## config.mk

```make
export PLATFORM = sky130hd
export DESIGN_NAME = dpa_port_host
export DESIGN_NICKNAME = d
export VERILOG_FILES = /design/src/verilog/dpa_pkg.sv /design/src/verilog/dpa_port_host.sv
export SDC_FILE = /design/constraint.sdc
export NUM_CORES = 1
export LEC_CHECK = 0
export BUFFER_PORTS_ARGS = -buffer_cell sky130_fd_sc_hd__buf_2
export CORE_UTILIZATION = 40
export DETAILED_ROUTE_END_ITERATION = 10
export SYNTH_ARGS = -nofsm -noshare
export SYNTH_HDL_FRONTEND = slang
export SYNTH_SLANG_ARGS = --single-unit
```

## constraint.sdc

```tcl
create_clock -name core_clk -period 2.8 [get_ports core_clk]
set_clock_uncertainty 0.1 [all_clocks]
set_input_delay 0.56 -clock core_clk [delete_from_list [all_inputs] [get_ports core_clk]]
set_output_delay 0.56 -clock core_clk [all_outputs]
set_load 0.01 [all_outputs]
```

## src/verilog/dpa_pkg.sv

```systemverilog
// package for the dual-port ram port host controller
package dpa_pkg;
    // ************************************************************
    // sizes
    // ************************************************************
    localparam int ADDR_W = 11;
    localparam int DATA_W = 8;
    // ************************************************************
    // timing
    // ************************************************************
    localparam int CLK_PERIOD_PS = 5000;
    localparam int ARB_SETUP_NS = 5;
    // least time rounds up
    localparam int ARB_SETUP_CYC =
        (ARB_SETUP_NS * 1000 + CLK_PERIOD_PS - 1) / CLK_PERIOD_PS;
    localparam int ACCESS_NS = 100;
    localparam int ACCESS_CYC =
        (ACCESS_NS * 1000 + CLK_PERIOD_PS - 1) / CLK_PERIOD_PS;
    localparam int WRITE_HOLD_NS = 20;
    localparam int WRITE_HOLD_CYC =
        (WRITE_HOLD_NS * 1000 + CLK_PERIOD_PS - 1) / CLK_PERIOD_PS;
    // flops between a ram pin and the logic that reads it
    localparam int SYNC_STAGES = 2;
    localparam int CNT_W = 8;
    localparam logic [7:0] CNT_ZERO = 8'h00;
    localparam logic [7:0] CNT_ONE = 8'h01;

    typedef enum logic [2:0] {
        DPA_IDLE = 3'h0,
        DPA_SETUP = 3'h1,
        DPA_WAIT = 3'h3,
        DPA_STROBE = 3'h2,
        DPA_HOLD = 3'h6,
        DPA_DONE = 3'h7
    } dpa_state_type;

    // user request
    typedef struct packed {
        logic write;
        logic [ADDR_W-1:0] addr;
        logic [DATA_W-1:0] wdata;
    } dpa_req_type;

    // pins driven toward one ram port
    typedef struct packed {
        logic chip_sel_n;
        logic out_en_n;
        logic read_write;
        logic [ADDR_W-1:0] addr;
        logic [DATA_W-1:0] data_out;
        logic data_oe_n;
    } dpa_pins_type;
endpackage : dpa_pkg

```

## src/verilog/dpa_port_host.sv

```systemverilog
// host controller that drives one port of the dual-port ram
`timescale 1ns/10ps
// Notes on behaviour
// - host holds address and select before write pulse starts
// - host stalls on busy until released, then completes
// - one master arbitrates; slaves take its busy as inhibit
// - busy lines may be ORed to flag illegal access
// - earlier port settles 5 ns ahead to surely win
module dpa_port_host #(
    parameter int SETUP_CYC = dpa_pkg::ARB_SETUP_CYC,
    parameter int ACCESS_CYC = dpa_pkg::ACCESS_CYC,
    parameter int HOLD_CYC = dpa_pkg::WRITE_HOLD_CYC
) (
    input wire logic core_clk,
    input wire logic rst,
    input wire logic req_valid,
    input dpa_pkg::dpa_req_type req,
    output logic req_ready,
    output logic rsp_valid,
    output logic [dpa_pkg::DATA_W-1:0] rsp_data,
    output logic contention_seen,
    output dpa_pkg::dpa_pins_type pins,
    input wire logic [dpa_pkg::DATA_W-1:0] port_data_bus_in,
    input wire logic contention_flag_n
);
    import dpa_pkg::*;

    // ************************************************************
    // pin synchronisers
    // ************************************************************
    logic busy_s1_r;
    logic busy_s2_r;
    logic [DATA_W-1:0] din_s1_r;
    logic [DATA_W-1:0] din_s2_r;

    always_ff @(posedge core_clk) begin
        if (rst) begin
            busy_s1_r <= 1'b1;
            busy_s2_r <= 1'b1;
            din_s1_r <= 8'h00;
            din_s2_r <= 8'h00;
        end else begin
            // one busy pin only: a single master arbitrates for the word
            busy_s1_r <= contention_flag_n;
            busy_s2_r <= busy_s1_r;
            din_s1_r <= port_data_bus_in;
            din_s2_r <= din_s1_r;
        end
    end

    // ************************************************************
    // sequencer
    // ************************************************************
    dpa_state_type state_r;
    dpa_state_type state_nxt;
    logic [CNT_W-1:0] cnt_r;
    logic [CNT_W-1:0] cnt_nxt;
    dpa_req_type hold_r;
    dpa_req_type hold_nxt;
    dpa_pins_type pins_r;
    dpa_pins_type pins_nxt;
    logic [DATA_W-1:0] rdata_r;
    logic rsp_r;
    logic seen_r;

    function automatic logic [CNT_W-1:0] cyc(input int n);
        cyc = (n < 1) ? CNT_ONE : CNT_W'(n);
    endfunction : cyc

    // park the strobes; select and address are left as they are
    function automatic dpa_pins_type strobes_off(input dpa_pins_type p);
        strobes_off = p;
        strobes_off.read_write = 1'b1;
        strobes_off.out_en_n = 1'b1;
        strobes_off.data_oe_n = 1'b1;
    endfunction : strobes_off

    // ************************************************************
    // request intake and phase lengths
    // ************************************************************
    wire busy_low = ~busy_s2_r;
    wire cnt_done = (cnt_r == CNT_ONE) || (cnt_r == CNT_ZERO);
    wire take = (state_r == DPA_IDLE) && req_valid;
    wire strobe_end = (state_r == DPA_STROBE) && !busy_low && cnt_done;
    wire hold_end = (state_r == DPA_HOLD) && cnt_done;
    // setup also spans the busy synchroniser, so a busy raised by our
    // own select is seen before any strobe, whatever the wait length
    wire [CNT_W-1:0] setup_len = cyc(SETUP_CYC + SYNC_STAGES);
    // strobe long enough for read data to pass the synchroniser
    wire [CNT_W-1:0] strobe_len =
        cyc((ACCESS_CYC > SYNC_STAGES) ? ACCESS_CYC : SYNC_STAGES + 1);

    always_comb begin
        state_nxt = state_r;
        cnt_nxt = cnt_done ? cnt_r : cnt_r - CNT_ONE;
        hold_nxt = hold_r;
        pins_nxt = pins_r;
        case (state_r)
            DPA_IDLE: begin
                // deselected: port floats and sleeps
                pins_nxt = strobes_off(pins_r);
                pins_nxt.chip_sel_n = 1'b1;
                if (take) begin
                    hold_nxt = req;
                    // any of the full address range may be used
                    pins_nxt.addr = req.addr;
                    pins_nxt.chip_sel_n = 1'b0;
                    pins_nxt.data_out = req.wdata;
                    cnt_nxt = setup_len;
                    state_nxt = DPA_SETUP;
                end
            end
            DPA_SETUP: begin
                // settle address and select, let busy propagate
                // through the synchroniser before any strobe
                if (cnt_done) begin
                    cnt_nxt = cyc(ACCESS_CYC);
                    state_nxt = DPA_WAIT;
                end
            end
            DPA_WAIT: begin
                // stall while the far port owns this location
                if (busy_low) begin
                    cnt_nxt = cyc(ACCESS_CYC);
                end else if (cnt_done) begin
                    cnt_nxt = strobe_len;
                    state_nxt = DPA_STROBE;
                    pins_nxt.read_write = ~hold_r.write;
                    pins_nxt.out_en_n = hold_r.write;
                    pins_nxt.data_oe_n = ~hold_r.write;
                end
            end
            DPA_STROBE: begin
                // busy mid-strobe means the access was inhibited:
                // drop the strobe and retry after release
                if (busy_low) begin
                    pins_nxt = strobes_off(pins_r);
                    cnt_nxt = cyc(ACCESS_CYC);
                    state_nxt = DPA_WAIT;
                end else if (cnt_done) begin
                    pins_nxt.read_write = 1'b1;
                    pins_nxt.out_en_n = 1'b1;
                    cnt_nxt = cyc(HOLD_CYC);
                    state_nxt = DPA_HOLD;
                end
            end
            DPA_HOLD: begin
                if (cnt_done) begin
                    pins_nxt.data_oe_n = 1'b1;
                    pins_nxt.chip_sel_n = 1'b1;
                    state_nxt = DPA_DONE;
                end
            end
            DPA_DONE: begin
                // one parked clock, then ready for the next request
                state_nxt = DPA_IDLE;
            end
            default: begin
                state_nxt = DPA_IDLE;
            end
        endcase
    end

    // ************************************************************
    // response and contention flag
    // ************************************************************
    // read data sampled at strobe end from the synchronised bus
    wire read_end = strobe_end && !hold_r.write;
    // per-port busy term; the system ORs both ports into one flag
    wire flag_hit = (state_r != DPA_IDLE) && busy_low;

    // ************************************************************
    // state and pin registers
    // ************************************************************
    always_ff @(posedge core_clk) begin
        if (rst) begin
            state_r <= DPA_IDLE;
            cnt_r <= CNT_ZERO;
            hold_r <= '0;
            pins_r <= '{chip_sel_n: 1'b1, out_en_n: 1'b1,
                read_write: 1'b1, addr: '0, data_out: '0,
                data_oe_n: 1'b1};
        end else begin
            state_r <= state_nxt;
            cnt_r <= cnt_nxt;
            hold_r <= hold_nxt;
            pins_r <= pins_nxt;
        end
    end

    always_ff @(posedge core_clk) begin
        if (rst) begin
            rdata_r <= 8'h00;
            rsp_r <= 1'b0;
            seen_r <= 1'b0;
        end else begin
            if (read_end) begin
                rdata_r <= din_s2_r;
            end
            rsp_r <= hold_end;
            seen_r <= flag_hit;
        end
    end

    // ************************************************************
    // outputs
    // ************************************************************

    assign req_ready = (state_r == DPA_IDLE);
    assign rsp_valid = rsp_r;
    assign rsp_data = rdata_r;
    assign contention_seen = seen_r;
    assign pins = pins_r;
endmodule : dpa_port_host

```

; ---- Word-level counts from Yosys, hierarchy flattened
; Index checks and enable logic that the tools add are counted.
[totals]
reg_bits = 63
input_bits = 32
out_inout_bits = 34
[classes]
n_reduce_logical = 20
n_mux = 29
add_sub_neg = 1
n_bitwise = 3
eq_ne = 12
[ops]
columns = op, n
row1 = $mux W8, 6
row2 = $pmux W19 S2, 1
row3 = $pmux W8 S4, 1
row4 = $mux W3, 7
row5 = $mux W19, 1
row6 = $pmux W3 S5, 1
row7 = $ne A2 B2 Y1 const B, 5
row8 = $eq A8 B1 Y1 const B, 1
row9 = $logic_not A8 Y1, 1
row10 = $mux W2, 4
row11 = $sub A8 B1 Y8 const B, 1
row12 = $eq A3 B2 Y1 const B, 2
row13 = $logic_and A1 B1 Y1, 6
row14 = $pmux W2 S3, 1
row15 = $reduce_and A6 Y1, 1
row16 = $reduce_bool A3 Y1, 2
row17 = $mux W1, 5
row18 = $reduce_and A5 Y1, 1
row19 = $pmux W1 S4, 1
row20 = $reduce_and A2 Y1, 2
row21 = $reduce_and A4 Y1, 1
row22 = $reduce_bool A4 Y1, 1
row23 = $eq A3 B1 Y1 const B, 1
row24 = $eq A3 B3 Y1 const B, 1
row25 = other kinds (9), 11

; ---- Longest topological paths before layout
; Gate-level depths: netlist of run 1.
[logic_depth]
depth_word = 6
ltp_mapped = 10
mapped_depth_nobuf = 10

; ---- Least setup slack after synthesis of run 1
; Ideal clock, no wire load.
[synth_timing]
path_kind = register -> register
startpoint = register cnt_r[2]
endpoint = register cnt_r[0]
path_slack_ns = 0.455
n_path_buf = 0
required_time_ns = 2.635
setup_time_ns = 0.065
arrival_ns = 2.180
path_stages_with_launch = 9
cell_sequence = dfxtp_1 > or4_4 > nor3_4 > inv_4 > ha_1 > nor2b_1 > a221oi_1 > nor2_1 > nor2_1
[synth_via]
elab_chain_len = 6
[synth_rtl]
columns = item, line_no
row1 = from (decl), dpa_port_host.sv:56  ; logic [CNT_W-1:0] cnt_r;
row2 = from (signal assigned), dpa_port_host.sv:185  ; cnt_r <= cnt_nxt;
row3 = $eq A8 B1 Y1 or $logic_not A8 Y1 (tied branches), dpa_port_host.sv:82  ; wire cnt_done = (cnt_r == CNT_ONE) || (cnt_r == CNT_ZERO);
row4 = $logic_or A1 B1 Y1 (*), dpa_port_host.sv:82
row5 = $mux W8, dpa_port_host.sv:95  ; cnt_nxt = cnt_done ? cnt_r : cnt_r - CNT_ONE;
row6 = "$mux W8, on equally long branches", "dpa_port_host.sv:140, dpa_port_host.sv:116, dpa_port_host.sv:125"
row7 = "$mux W8, on equally long branches", "dpa_port_host.sv:136, dpa_port_host.sv:123"
row8 = $pmux W8 S4 (*), dpa_port_host.sv:98  ; case (state_r)
; Mark *: on every way between the ends. The rest lies on a longest branch, timed or not.
; A chain may end at the register's enable or synchronous reset.

; ---- Worst setup path in the final report of run 1
; Ends and elaborated chain as after synthesis.

==> results of run 1 <==
==> critical path, stage by stage, from the launching register on <==
cell,delay [ps]
dfxtp_1,350
or4_4,580
nor3_4,250
inv_4,90
ha_1,290
nor2b_1,130
a221oi_1,310
nor2_1,80
nor2_1,80
==> power by group through the flow <==
stage	Sequential, W	Combinational (W)	Clock (W)
floorplan	0.00116	0.000853	0
global placement	0.00119	0.00111	0
detailed placement	0.00119	0.00112	0
CTS	0.00117	0.00113	0.000894
global route	0.00120	0.00124	0.000937
finish	0.00118	0.00112	0.000873
==> state kept, by name, summed over array words and instances (netlist names), 3 cells and up <==
signal and cells:
rsp_data 8, din_s1_r 8, pins 23, state_r 3
din_s2_r 8, cnt_r 8
==> worst max-delay path by stage <==
stage          depth (start not counted)           startpoint                   to  slack [ps]
6_report                               8  cnt_r[2]$_SDFF_PP0_  cnt_r[0]$_SDFF_PP0_         470
5_1_grt                                8  cnt_r[2]$_SDFF_PP0_  cnt_r[0]$_SDFF_PP0_         330
4_1_cts                                8  cnt_r[2]$_SDFF_PP0_  cnt_r[0]$_SDFF_PP0_         470
3_5_place_dp                           8  cnt_r[2]$_SDFF_PP0_  cnt_r[0]$_SDFF_PP0_         490
3_3_place_gp                           8  cnt_r[2]$_SDFF_PP0_  cnt_r[0]$_SDFF_PP0_         530
2_1_floorplan                          8  cnt_r[2]$_SDFF_PP0_  cnt_r[0]$_SDFF_PP0_         450
==> cell families (layout without fill, tap and decap cells) <==
group / after synthesis / after routing
mux: 11 / 11
buf+inv: 25 / 95
xor+xnor: 5 / 5
compound gates: 47 / 47
simple gates: 122 / 122
flops: 63 / 63
fa+ha+maj: 4 / 4
==> metal layers <==
layer	wire, µm	part of all wire	vias to the layer above	global-route usage
met5	0	0	-	0
met4	99	0.020	0	0.09107
met3	260	0.052	11	0.05029
met2	2193	0.44	48	0.2521
met1	2411	0.49	905	0.2101
li1	-	-	1055	-
==> cell usage after synthesis <==
cell	n
dfxtp_1	63
nand2_1	61
a21oi_1	29
nor2b_1	19
clkbuf_1	17
nor2_1	16
mux2i_1	10
nor3_1	8
inv_1	7
ha_1	4
nand2b_1	4
xnor2_1	4
nor4_1	3
o22ai_1	3
o31ai_1	3
or2_2	3
a221oi_1	2
a32oi_1	2
nand3_1	2
o211ai_1	2
a21boi_1	1
a2bb2oi_1	1
and2_1	1
inv_4	1
mux2_2	1
nor3_4	1
nor4_4	1
o21ai_0	1
o21ai_1	1
o32ai_1	1
o41ai_1	1
or3_1	1
or4_1	1
or4_4	1
xor2_1	1
==> stage by stage <==
step	total power (W)	utilization	instances	hold WS [ps]
detailed placement	0.002318	0.4821	406	295.2
floorplan	0.002011	-	277	289.5
global route	0.003377	0.5196	422	309.1
global placement	0.002295	0.4821	406	292.5
CTS	0.003196	0.5196	422	300.1
finish	0.003168	0.5196	422	299.0
==> cell type report <==
type                    count  share of cell area
flip-flops and latches     63              0.4124
multi-input cells         189              0.3531
repair buffers             71              0.1211
clock buffers               9             0.04051
clock inverters             7             0.03151
well taps                  75             0.03069
inverters                   8             0.01064
==> results.py, run 1 <==
metrics = {
    "status": {
        "status": "finished clean",
    },
    "sta": {
        "fin_crit_sh": 0.8305,
        "rsz0062_at_grt": "false",
        "max_freq_mhz": 430.0,
        "relSlewSlack": 0.5519,
        "report.final.slew_viol_count": 0,
        "fin_crit_ps": 2325,
        "setup_tns_ps": 0,
        "setup_violations": 0,
        "setup_slack_ps": 474.6,
        "worstMarginPinSlew_ps": 671.2,
        "hold_viol": 0,
    },
    "global_routing": {
        "grt-ovfl-total": 0,
        "antenna_found_initial": 0,
        "grt_pass1_wl_um": 8135,
        "grt_pass1_vias": 1827,
        "grt_usage": 0.1665,
        "grt_max_degree": 40,
    },
    "synthesis": {
        "synth.mux.area_fraction": 0.04578,
        "syn-cell-area_um2": 2432,
        "ys_seq_elements": 63,
        "postSynthCellCount": 277,
        "synth_top_area_share": 0.5185,
        "ys_warn_count": 0,
        "synth-simple-area-share": 0.2423,
        "synthTopCellsByArea": "dfxtp_1 52%, nand2_1 9.4%, a21oi_1 6.0%",
        "syn_nets": 313,
        "synth_top_family_by_area": "simple AND/OR/NAND/NOR gates",
        "synth_area_leader_cell": "dfxtp_1",
        "synth_area_per_cell_um2": 8.781,
        "synth.distinct_cells": 35,
        "synth-xor-area-share": 0.01800,
        "yosysSeqAreaShare": 0.5185,
        "synth_fa_ha_area_frac": 0.02058,
        "synth_compound_area_frac": 0.1152,
    },
    "clock_tree": {
        "root_buffer": "clkbuf_8",
        "cts.clk_slew.worst_paths_ps": 80,
        "cts-resized-gates": 0,
        "cts_setup_buffers": 0,
        "cts_tree": "yes",
        "hold_buffers": 0,
        "cts_htree_levels": 3,
        "numCtsBuffers": 9,
        "cts_num_sinks": 63,
        "clockBufferDepth": 2,
        "clkLatencyLatePin_ps": 340,
    },
    "critical_path": {
        "endpoint_kind": "flip-flop",
        "required_ps": 2970,
        "reg2reg_to": "cnt_r[0]$_SDFF_PP0_",
        "cp_max_fo": 8,
        "start_kind": "flip-flop",
        "r2r_cells": 8,
        "setup.worst_path.class": "flip-flop to flip-flop",
        "cp_data_arrival_time_ps": 2500,
        "r2r_start": "cnt_r[2]$_SDFF_PP0_",
        "reg2reg_slack_ps": 470,
    },
    "die": {
        "dieArea_um2": 6397,
        "die_h_um": 79.98,
        "chipWidth_um": 79.98,
        "floorplan.initialDensity": 0.4133,
        "row_count": 28,
        "io_pins": 66,
        "core_area_um2": 5886,
    },
    "drt": {
        "vias": 2019,
        "viasPerCell": 4.784,
        "routed_wl_um": 4965,
        "drt_first_pass_iters": 4,
        "drt_iter0_drc": 150,
        "ant_nets": 0,
        "drcViolationCount": 0,
        "wl_per_cell_um": 11.77,
    },
    "pwr": {
        "clock_power_share": 0.275,
        "vdd_drop_max_uv": 490.0,
        "seqPwrFrac": 0.371,
        "switching_share": 0.3602,
        "combPwrFrac": 0.353,
        "switching_power_w": 0.001141,
        "pwr_density_cell_nw_per_um2": 1036,
        "leakagePower_nw": 1.294,
        "p_int_w": 0.002027,
    },
    "finish": {
        "nFillCells": 563,
        "diodes": 0,
        "layout-drive-gt1-share": 0.2767,
        "areaGrowthSynthToFinish_pct": 25.72,
        "multi_input_area_um2": 1080,
        "final_common_cell": "buf_2",
        "final_nets": 378,
        "finish.instance_area_um2": 3058,
        "regArea_um2": 1261,
        "mostFrequentLayoutCells": "65 x buf_2, 63 x dfxtp_1, 61 x nand2_1, 29 x a21oi_1, 19 x nor2b_1",
    },
    "placed_design": {
        "place.gp.congestion": 0.7902,
        "dp_hpwl_um": 3350,
        "port_buffers": 65,
        "place_ws_ps": 485.1,
        "placed_area_um2": 2838,
    },
    "run": {
        "drv_cap": 0,
    },
    "min_path": {
        "whs_endpoint": "busy_s2_r$_SDFF_PP1_",
        "min-delay-start": "busy_s1_r$_SDFF_PP1_",
        "hold_depth": 1,
        "hold_class": "flip-flop to flip-flop",
    },
}
No activity file was read; power rests on OpenSTA's default activity.
==> run 2, diff against run 1 <==
PLACE_DENSITY = 0.66   (was not set)
clock period = 2.1 ns   (was 2.8 ns; I/O delays follow)
==> run 2 against run 1 <==
  * Utilization rose by 0.91 points
  * Global-route usage is 1.3 points higher
  * Largest cell class unchanged
  * Clock-buffer cell count increased by 3
  * Die area stayed put
  * Worst hold slack worse by 100 ps
  * Non-clock buffer count grew 6
  * Fmax up 12%
  * Largest power group is now combinational logic
  * Worst setup slack worse by 440 ps
  * Wire length rose by 3.2%
==> results.py, run 2 (synthesized netlist as in run 1, its figures left out) <==
metrics = {
    "sta": {
        "setup_tns_ps": 0,
        "report.final.slew_viol_count": 0,
        "hold_viol": 0,
        "rsz0062_at_grt": "true",
        "worstMarginPinSlew_ps": 525.8,
        "setup_violations": 0,
        "fin_crit_ps": 2069,
        "max_freq_mhz": 483.2,
        "fin_crit_sh": 0.9854,
        "relSlewSlack": 0.6490,
        "setup_slack_ps": 30.60,
    },
    "critical_path": {
        "cpPeakStageDelay_ps": 570,
        "endpoint_kind": "flip-flop",
        "required_ps": 2270,
        "critPathBufInv": 1,
        "reg2reg_slack_ps": 30,
        "cp_top_family": "simple AND/OR/NAND/NOR gates",
        "slowest_stage": "or4_4",
        "cp_data_arrival_time_ps": 2240,
        "cpMostUsedCell": "nor2_1",
        "cp_max_fo": 4,
        "setup.worst_path.class": "flip-flop to flip-flop",
        "start_kind": "flip-flop",
        "worstPathCellList": "or4_4 -> nor3_4 -> inv_4 -> ha_4 -> nor2b_1 -> a221oi_1 -> nor2_1 -> nor2_1",
    },
    "finish": {
        "regArea_um2": 1262,
        "layout-drive-gt1-share": 0.2946,
        "nFillCells": 584,
        "final_nets": 384,
        "multi_input_area_um2": 1095,
        "areaGrowthSynthToFinish_pct": 27.93,
        "final_core_utilization": 0.5287,
        "mostFrequentLayoutCells": "65 x buf_2, 62 x dfxtp_1, 61 x nand2_1, 29 x a21oi_1, 19 x nor2b_1",
        "final_common_cell": "buf_2",
        "largest_reg_flops": 23,
        "diodes": 0,
    },
    "drt": {
        "wl_per_cell_um": 11.97,
        "drt_iter0_drc": 100,
        "drt_first_pass_iters": 4,
        "ant_nets": 0,
        "vias": 2052,
        "routed_wl_um": 5122,
        "viasPerCell": 4.794,
        "drcViolationCount": 0,
    },
    "clock_tree": {
        "numCtsBuffers": 9,
        "cts_setup_buffers": 0,
        "cts.clk_slew.worst_paths_ps": 70,
        "clkLatencyLatePin_ps": 330,
        "clockBufferDepth": 2,
        "cts_tree": "yes",
        "cts_num_sinks": 63,
        "cts_htree_levels": 3,
        "root_buffer": "clkbuf_8",
    },
    "pwr": {
        "leakagePower_nw": 1.323,
        "p_total_w": 0.004242,
        "vdd_drop_max_uv": 681.9,
        "pwr_density_cell_nw_per_um2": 1363,
    },
    "die": {
        "row_count": 28,
        "die_h_um": 79.98,
        "core_area_um2": 5886,
        "floorplan.initialDensity": 0.4133,
        "chipWidth_um": 79.98,
        "io_pins": 66,
        "dieArea_um2": 6397,
    },
    "status": {
        "status": "finished clean",
    },
    "placed_design": {
        "port_buffers": 65,
        "place.gp.congestion": 0.8188,
        "place_ws_ps": 54.58,
        "dp_hpwl_um": 3477,
    },
    "global_routing": {
        "grt_max_degree": 22,
        "grt_usage": 0.1792,
        "grt-ovfl-total": 0,
        "grt_pass1_wl_um": 8576,
        "grt_pass1_vias": 1882,
        "antenna_found_initial": 0,
    },
    "run": {
        "drv_cap": 0,
    },
    "min_path": {
        "hold_class": "input pin to flip-flop",
    },
}
==> run 2: final timing paths <==
check / end / startpoint / cells past startpoint
worst min-delay path: din_s1_r[1]$_SDFF_PP0_ / port_data_bus_in[1] / 2
worst min register to register: busy_s2_r$_SDFF_PP1_ / busy_s1_r$_SDFF_PP1_ / 1
worst max register to register: cnt_r[0]$_SDFF_PP0_ / cnt_r[5]$_SDFF_PP0_ / 8
worst max-delay path: cnt_r[0]$_SDFF_PP0_ / cnt_r[5]$_SDFF_PP0_ / 8
==> run 2: timing repair <==
action	CTS	global route
hold endpoints to repair	0	0
hold buffers	0	0
gates resized for setup	0	3
endpoints found under the setup margin	0	3
==> run 2: layer usage <==
metal	track usage	wire length, µm	vias to the layer above
li1	-	-	1063
met4	0.08929	72	0
met3	0.07086	295	6
met1	0.2183	2400	922
met5	0	0	-
met2	0.2726	2353	61
==> run 2: layout make-up <==
cell class | count | share of cell area
Multi-Input combinational cell | 189 | 0.3518
Timing Repair Buffer | 77 | 0.1347
Tap cell | 75 | 0.03016
Sequential cell | 63 | 0.4057
Clock inverter | 4 | 0.01729
Clock buffer | 12 | 0.04986
Inverter | 8 | 0.01045
==> run 2: per-stage QoR <==
stage	instance area, µm²	hold WS (ps)	cells
after floorplan	2445	289.5	277
after global placement	2895	296.5	412
after detailed placement	2895	297.2	412
after CTS	3104	176.9	428
after global routing	3112	178.8	428
final	3112	195.9	428
==> run 2: report_power, final <==
group          internal [W]  leakage [nW]  switching [W]
logic              0.000710         0.707       0.000892
clock network      0.000615        0.0988       0.000469
registers           0.00139         0.517       0.000168
